--- config.mk ---
export PLATFORM = sky130hd
export DESIGN_NAME = rtid_core
export DESIGN_NICKNAME = d
export VERILOG_FILES = /design/src/rtid_core.v /design/src/rtid_divider.v /design/src/rtid_flags.v
export VERILOG_INCLUDE_DIRS = /design/src /design/src/src
export SDC_FILE = /design/constraint.sdc
export NUM_CORES = 1
export LEC_CHECK = 0
export ABC_CLOCK_PERIOD_IN_PS = 3300
export BUFFER_PORTS_ARGS = -buffer_cell sky130_fd_sc_hd__buf_2
export CAP_MARGIN = 10
export CORE_MARGIN = 4
export CORE_UTILIZATION = 35
export DETAILED_ROUTE_END_ITERATION = 10
export SETUP_SLACK_MARGIN = 0.02
export SLEW_MARGIN = 25
export SYNTH_ARGS = -nofsm -noshare
export SYNTH_HDL_FRONTEND = slang
export SYNTH_SLANG_ARGS = --single-unit
--- constraint.sdc ---
create_clock -name sys_clk -period 3.3 [get_ports sys_clk]
set_input_delay 0.66 -clock sys_clk [delete_from_list [all_inputs] [get_ports sys_clk]]
set_output_delay 0.66 -clock sys_clk [all_outputs]
set_load 0.02 [all_outputs]
--- src/rtid_map.vh ---
// Register offsets, field positions, reset values and timing counts of the RTC interrupt block
// Summary of operation
// - Year multiple of four, zero included, leaps
// - Alarm, periodic and update-ended interrupt sources
// - Alarm per second..day; periodic 500ms..30.517us
// - Per-source enable bit gates interrupt line
// - Enabling an already-set flag asserts at once
// - Events set flags regardless of enables
// - Status read clears set flags and summary
// - Status double-latched; events during read held
// - Line low while any flag and enable set
// - Summary flag bit 7 mirrors line low
// - Twenty-two divider stages give 1 Hz tick
// - Codes 000/001/010 bypass 0/2/7 stages
// - Codes 110 and 111 hold divider reset
// - First update half second after leaving reset
// - Update-ended flag sets on each completed update
// - Alarm byte C0..FF matches any value
// - Periodic own enable; rate from rate-select bits
`ifndef RTID_MAP_VH
`define RTID_MAP_VH
// Register indices
`define RTID_REG_SEC 6'h00
`define RTID_REG_SECAL 6'h01
`define RTID_REG_MIN 6'h02
`define RTID_REG_MINAL 6'h03
`define RTID_REG_HR 6'h04
`define RTID_REG_HRAL 6'h05
`define RTID_REG_YEAR 6'h09
`define RTID_REG_CTLA 6'h0A
`define RTID_REG_CTLB 6'h0B
`define RTID_REG_STAT 6'h0C
// Control A fields
`define RTID_A_RS_LSB 0
`define RTID_A_DV_LSB 4
// Control B fields
`define RTID_B_UIE 4
`define RTID_B_AIE 5
`define RTID_B_PIE 6
`define RTID_B_SET 7
// Status fields
`define RTID_S_UF 4
`define RTID_S_AF 5
`define RTID_S_PF 6
`define RTID_S_IRQF 7
// Reset values
`define RTID_CTLA_RST 8'h70
`define RTID_CTLB_RST 8'h00
// Divider codes
`define RTID_DV_N0 3'h0
`define RTID_DV_N2 3'h1
`define RTID_DV_N7 3'h2
// Chain length and half-second tap
`define RTID_STAGES 22
`define RTID_HALF_TAP 21
// Don't-care alarm marker
`define RTID_DONTCARE 2'h3
`endif

--- src/rtid_core.v ---
// RTC interrupt, divider control and alarm compare core
//
// Implementation choices: the register offsets and the address-and-strobe port.
`timescale 1ns/100ps
`default_nettype none
`include "rtid_map.vh"
module rtid_core (
  input wire sys_clk,
  input wire rst,
  input wire osc_in,
  input wire [5:0] regAddr,
  input wire [7:0] regWdata,
  input wire regWr,
  input wire regRd,
  input wire updateDone,
  output reg [7:0] regRdata,
  output reg irq_n,
  output reg secTick,
  output reg leapYear
);
  // Time base pin synchroniser
  reg osc1_q;
  reg osc2_q;
  reg osc3_q;
  // Software registers
  reg [7:0] ctlA_q;
  reg [7:0] ctlB_q;
  reg [7:0] secAl_q;
  reg [7:0] minAl_q;
  reg [7:0] hrAl_q;
  reg [7:0] sec_q;
  reg [7:0] min_q;
  reg [7:0] hr_q;
  reg [7:0] year_q;
  // Divider and flags
  wire divSec;
  wire divPer;
  wire [2:0] flags;
  wire statRead;
  wire tbEdge;
  reg alarmHit;
  reg [2:0] evSet;
  reg [2:0] enables;
  reg [7:0] rdMux_d;
  reg lineActive;
  wire [2:0] flagsAfter;

  // Sample pin through two flops, then edge detect on later stages
  always @(posedge sys_clk) begin
    if (rst) begin
      osc1_q <= 1'b0;
      osc2_q <= 1'b0;
      osc3_q <= 1'b0;
    end else begin
      osc1_q <= osc_in;
      osc2_q <= osc1_q;
      osc3_q <= osc2_q;
    end
  end
  assign tbEdge = osc2_q && !osc3_q;
  assign statRead = regRd && (regAddr == `RTID_REG_STAT);

  rtid_divider #(
    .STAGES(`RTID_STAGES)
  ) uDiv (
    .sys_clk(sys_clk),
    .rst(rst),
    .tbEdge(tbEdge),
    .divSel(ctlA_q[`RTID_A_DV_LSB+2:`RTID_A_DV_LSB]),
    .rateSel(ctlA_q[`RTID_A_RS_LSB+3:`RTID_A_RS_LSB]),
    .secTick(divSec),
    .perTick(divPer)
  );

  // Alarm compare with don't-care bytes
  always @* begin
    alarmHit = ((secAl_q[7:6] == `RTID_DONTCARE) || (secAl_q == sec_q)) &&
      ((minAl_q[7:6] == `RTID_DONTCARE) || (minAl_q == min_q)) &&
      ((hrAl_q[7:6] == `RTID_DONTCARE) || (hrAl_q == hr_q));
    // Event order: update-ended, alarm, periodic
    evSet = {divPer, updateDone && alarmHit, updateDone};
    enables = {ctlB_q[`RTID_B_PIE], ctlB_q[`RTID_B_AIE], ctlB_q[`RTID_B_UIE]};
  end

  rtid_flags uFlags (
    .sys_clk(sys_clk),
    .rst(rst),
    .evSet(evSet),
    .statRead(statRead),
    .flag_q(flags),
    .snap_q()
  );
  // Flags as they stand after this cycle, so the line follows at once
  assign flagsAfter = statRead ? evSet : (flags | evSet);

  // Next-cycle line level; uses next enable value so enabling acts at once
  always @* begin
    lineActive = |(flagsAfter & enables);
    if (regWr && regAddr == `RTID_REG_CTLB) begin
      lineActive = |(flagsAfter & {regWdata[`RTID_B_PIE], regWdata[`RTID_B_AIE],
        regWdata[`RTID_B_UIE]});
    end
  end

  // Software writes; time bytes kept so alarm compare sees them
  always @(posedge sys_clk) begin
    if (rst) begin
      ctlA_q <= `RTID_CTLA_RST;
      ctlB_q <= `RTID_CTLB_RST;
      secAl_q <= 8'h00;
      minAl_q <= 8'h00;
      hrAl_q <= 8'h00;
      sec_q <= 8'h00;
      min_q <= 8'h00;
      hr_q <= 8'h00;
      year_q <= 8'h00;
    end else if (regWr) begin
      case (regAddr)
        `RTID_REG_SEC: sec_q <= regWdata;
        `RTID_REG_SECAL: secAl_q <= regWdata;
        `RTID_REG_MIN: min_q <= regWdata;
        `RTID_REG_MINAL: minAl_q <= regWdata;
        `RTID_REG_HR: hr_q <= regWdata;
        `RTID_REG_HRAL: hrAl_q <= regWdata;
        `RTID_REG_YEAR: year_q <= regWdata;
        `RTID_REG_CTLA: ctlA_q <= {1'b0, regWdata[6:0]}; // Bit 7 read only
        `RTID_REG_CTLB: ctlB_q <= regWdata;
        default: ctlB_q <= ctlB_q;
      endcase
    end
  end

  // Read data mux; status uses flag_q as it stands at the read edge
  always @* begin
    case (regAddr)
      `RTID_REG_SEC: rdMux_d = sec_q;
      `RTID_REG_SECAL: rdMux_d = secAl_q;
      `RTID_REG_MIN: rdMux_d = min_q;
      `RTID_REG_MINAL: rdMux_d = minAl_q;
      `RTID_REG_HR: rdMux_d = hr_q;
      `RTID_REG_HRAL: rdMux_d = hrAl_q;
      `RTID_REG_YEAR: rdMux_d = year_q;
      `RTID_REG_CTLA: rdMux_d = ctlA_q;
      `RTID_REG_CTLB: rdMux_d = ctlB_q;
      default: rdMux_d = 8'h00; // Unmapped reads zero
    endcase
  end

  // Outputs all registered
  always @(posedge sys_clk) begin
    if (rst) begin
      regRdata <= 8'h00;
      irq_n <= 1'b1;
      secTick <= 1'b0;
      leapYear <= 1'b1;
    end else begin
      if (statRead) begin
        // Summary bit equals line state at read time
        regRdata <= {~irq_n, flags[2], flags[1], flags[0], 4'h0};
      end else if (regRd) begin
        regRdata <= rdMux_d;
      end else begin
        regRdata <= 8'h00;
      end
      irq_n <= ~lineActive;
      // SET bit stops the tick to update logic but not the divider
      secTick <= divSec && !ctlB_q[`RTID_B_SET];
      leapYear <= (year_q[1:0] == 2'b00);
    end
  end
endmodule // rtid_core
`default_nettype wire

--- src/rtid_divider.v ---
// 22-stage time-base divider with bypass and hold
`timescale 1ns/100ps
`default_nettype none
`include "rtid_map.vh"
module rtid_divider #(
  parameter STAGES = `RTID_STAGES
) (
  input wire sys_clk,
  input wire rst,
  input wire tbEdge,
  input wire [2:0] divSel,
  input wire [3:0] rateSel,
  output reg secTick,
  output reg perTick
);
  // Chain counter; bypass by adding each edge in at a higher stage
  reg [STAGES-1:0] cnt_q;
  reg [STAGES-1:0] cntNext;
  reg held;
  reg [STAGES-1:0] stepVal;
  reg [4:0] tap;
  // Hold and bypass decode
  always @* begin
    held = (divSel[2:1] == 2'b11);
    case (divSel)
      `RTID_DV_N0: stepVal = {{(STAGES-1){1'b0}}, 1'b1};
      `RTID_DV_N2: stepVal = {{(STAGES-3){1'b0}}, 3'b100};
      `RTID_DV_N7: stepVal = {{(STAGES-8){1'b0}}, 8'h80};
      default: stepVal = {STAGES{1'b0}};
    endcase
    cntNext = cnt_q + stepVal;
    // Periodic tap: code 1 -> bit 6 (128 counts) ... code 15 -> bit 20 (half second)
    tap = 5'h05 + {1'b0, rateSel};
  end
  // Counter; release from hold starts at half second so first tick is 0.5 s later
  always @(posedge sys_clk) begin
    if (rst || held) begin
      // Top stage set: exactly half the chain remains before the carry
      cnt_q <= {1'b1, {(STAGES-1){1'b0}}};
      secTick <= 1'b0;
      perTick <= 1'b0;
    end else begin
      if (tbEdge) begin
        cnt_q <= cntNext;
      end
      // Carry out of top stage is the 1 Hz tick
      secTick <= tbEdge && cnt_q[STAGES-1] && !cntNext[STAGES-1];
      perTick <= tbEdge && (rateSel != 4'h0) && cnt_q[tap] && !cntNext[tap];
    end
  end
endmodule // rtid_divider
`default_nettype wire

--- src/rtid_flags.v ---
// Double-latched read-clearing status flags
`timescale 1ns/100ps
`default_nettype none
`include "rtid_map.vh"
module rtid_flags (
  input wire sys_clk,
  input wire rst,
  input wire [2:0] evSet,
  input wire statRead,
  output reg [2:0] flag_q,
  output reg [2:0] snap_q
);
  // Snapshot taken at read; read clears only what was set then
  always @(posedge sys_clk) begin
    if (rst) begin
      flag_q <= 3'h0;
      snap_q <= 3'h0;
    end else begin
      if (statRead) begin
        snap_q <= flag_q;
        flag_q <= evSet;
      end else begin
        flag_q <= flag_q | evSet;
      end
    end
  end
endmodule // rtid_flags
`default_nettype wire

==> impl_metrics.toml <==
[worst_setup_path]
worstPathCellList = "nor3b_1 -> ha_1 -> a31o_1 -> a31oi_2 -> nor2_1 -> a221oi_1 -> a211oi_1 -> o41a_1"
slowest_stage = "a31oi_2"
path_buf_inv = 0
cp.arrival_ns = 3.18
crit_path_max_incr_delay_ns = 0.60
end_kind = "register"
cp_max_fo = 14
criticalPathCategory = "reg -> reg"
cp.required_ns = 3.55
crit_family = "compound AO/OA/AOI/OAI gates"
cp-start-kind = "register"

[drt]
vias = 4991
totalWireLength_um = 15000
drt_first_pass_iters = 8
vias_per_cell = 5.45
routedWlPerCell_um = 16.4
drc = 0
ant_nets = 0
drt_iter0_drc = 481

[floorplan]
start_util_pct = 35.6
fp.dieW_um = 138
ios = 31
dieArea_um2 = 18900
coreArea_um2 = 16500
rows = 47
die_height_um = 138

[timing]
finalSetupViolCount = 0
clock-skew-final_ns = 0.00818
finalCritPeriodShare_pct = 89.0
tightestPinTransition_ns = 0.859
period_needed_ns = 2.94
slew_violations = 0
max_freq_mhz = 340
hold_violations = 0
rsz0062_at_grt = "false"
relSlewSlack_pct = 42.7
fin_tns_setup_ns = 0

[cts]
postCtsHoldBufs = 0
cts_buffer_depth = 2
postCtsSetupBuffers = 0
cts_sinks = 112
htree_levels = 3
cts_tree = "done"
clk_pin_slew_ns = 0.08
clockRootBuffer = "clkbuf_16"
cts-resized-gates = 0
cts_buffers = 9
clock_latency_ns = 0.36

[cells_and_area]
syn_to_final_growth_pct = 10.2
drive_above_1_share_pct = 10.9
final_cells = 915
multiInputGateArea_um2 = 3380
final_nets = 716
final-seq-area_um2 = 2240
diodes = 0
fillCellCount = 1678

[flow_run]
max-cap-violations = 0

[global_routing]
grt_pass1_wl_um = 24600
grt_pass1_vias = 4629
use_met2_pct = 27.2
gr-total-overflow = 0
grt_use_met1_pct = 21.8
antenna_found_initial = 0
grt_usage_pct = 16.5
use_met3_pct = 3.62
grt_most_used_layer = "met2"
grt_max_degree = 79

[power_and_ir_drop]
ir_worst_vdd_mv = 0.289
power_density_nw_per_um2 = 401
p_leak_nw = 2.43

[synth]
ys_ff_latch = 112
synth_most_common_cell = "dfxtp_1"
ys_warn_count = 0
synthArstFlopShare_pct = 0
synth_area_leaders = "dfxtp_1, mux2i_1, nand2_1, nand3_1, nor2_1"
syn_avg_cell_area_um2 = 8.49
yosysSeqAreaShare_pct = 38.1
netlist.area_leader.share_pct = 38.1
syn_area_um2 = 5880
netlist_top_cells_count = "dfxtp_1, nand2_1, nor2_1"
synth_edf_count = 0
ys.flop_type = "dfxtp_1"
synthDistinctLibCells = 57
yosysTopAreaCell = "dfxtp_1"
synthCells = 693
syn_nets = 719

[min_path]
hold_class = "reg -> reg"

[outcome]
outcome = "complete, no violations"

[placement]
hpwlAfterDp_um = 10200
gp_congestion = 0.881
placedCellCount = 899
portBuffers = 30
[path summary, 6_finish.rpt]
path / from / slack (ns) / endpoint / cells after the start
worst min-delay path: osc1_q / 0.45 / osc2_q / 1
worst min register to register: osc1_q / 0.45 / osc2_q / 1
worst max-delay path: ctlA_q[4] / 0.36 / uDiv.perTick / 8
worst max register to register: ctlA_q[4] / 0.36 / uDiv.perTick / 8
[cell type report]
cell class	count	share of cell area, %
multi-input combinational	516	52.1
sequential	112	34.6
tap	220	4.25
timing repair buffer	44	3.94
clock buffer	9	3.47
clock inverter	7	1.25
inverter	7	0.405
[state kept, by name, summed over array words and instances (netlist names)]
register	cells
hrAl_q	8
secAl_q	8
secTick	1
ctlB_q	8
irq_n	1
year_q	8
uDiv.secTick	1
sec_q	8
ctlA_q	7
osc3_q	1
osc2_q	1
uDiv.perTick	1
regRdata	8
osc1_q	1
leapYear	1
min_q	8
uFlags.flag_q	3
uDiv.cnt_q	22
hr_q	8
minAl_q	8
[per-layer routing]
| metal | part of all wire [%] | vias to the layer above |
|---|---|---|
| li1 | - | 2460 |
| met1 | 46 | 2377 |
| met2 | 48 | 137 |
| met3 | 4.5 | 17 |
| met4 | 1.4 | 0 |
| met5 | 0 | - |
[worst reg2reg max path, delay by kind of cell (launching register included)]
kind	cells	cell delay, ns
simple gates	2	0.35
compound gates	5	1.71
fa+ha+maj	1	0.35
flops	1	0.40
[report_power, final]
part / switching (mW) / total, mW / internal, mW
combinational: 0.0830 / 0.117 / 0.0338
clock: 0.580 / 1.12 / 0.543
sequential: 0.00523 / 1.36 / 1.36
[metrics by stage]
step / hold WS [ns] / util (%) / setup WS, ns / power, mW / instance area (um^2)
floorplan: 0.414 / - / 0.783 / 1.47 / 5880
global placement: 0.439 / 37.4 / 0.489 / 1.51 / 6180
detailed placement: 0.437 / 37.4 / 0.439 / 1.51 / 6180
CTS: 0.456 / 39.2 / 0.385 / 2.64 / 6480
global route: 0.476 / 39.2 / 0.109 / 2.69 / 6480
finish: 0.447 / 39.2 / 0.362 / 2.60 / 6480
[cell usage in the layout, fill, tap and decap left out, types with 3 or more instances in the layout]
master	synthesis	final
dfxtp_1	112	112
nand2_1	77	77
nor2_1	73	73
nand3_1	55	55
a21oi_1	53	53
mux2i_1	43	43
buf_2	14	30
xor2_1	29	29
xnor2_1	25	25
a22oi_1	15	15
nor3_1	14	14
buf_4	0	14
a31oi_1	12	12
o21ai_0	10	10
nor4_1	11	10
mux4_2	9	9
clkbuf_16	0	9
inv_1	7	7
nand4_1	7	7
nor2b_1	6	6
ha_1	6	6
nor3b_1	5	5
nand2b_1	5	5
or3_1	5	5
a222oi_1	4	4
or2_1	3	3
o22ai_1	3	3
a32oi_1	3	3
a221oi_1	3	3
o21ai_1	3	3
a211oi_1	3	3
mux4_1	3	3
a21o_1	3	3
[logic make-up (layout without fill, tap and decap cells)]
family	Yosys count	in the layout	share of synthesized area (%)
fa+ha+maj	6	6	1.28
mux	57	57	12.5
simple gates	270	270	21.3
xor+xnor	54	54	8.04
compound gates	129	129	14.2
buf+inv	65	67	4.57
flops	112	112	38.1
Note: power is estimated with default switching activity, not from simulation.
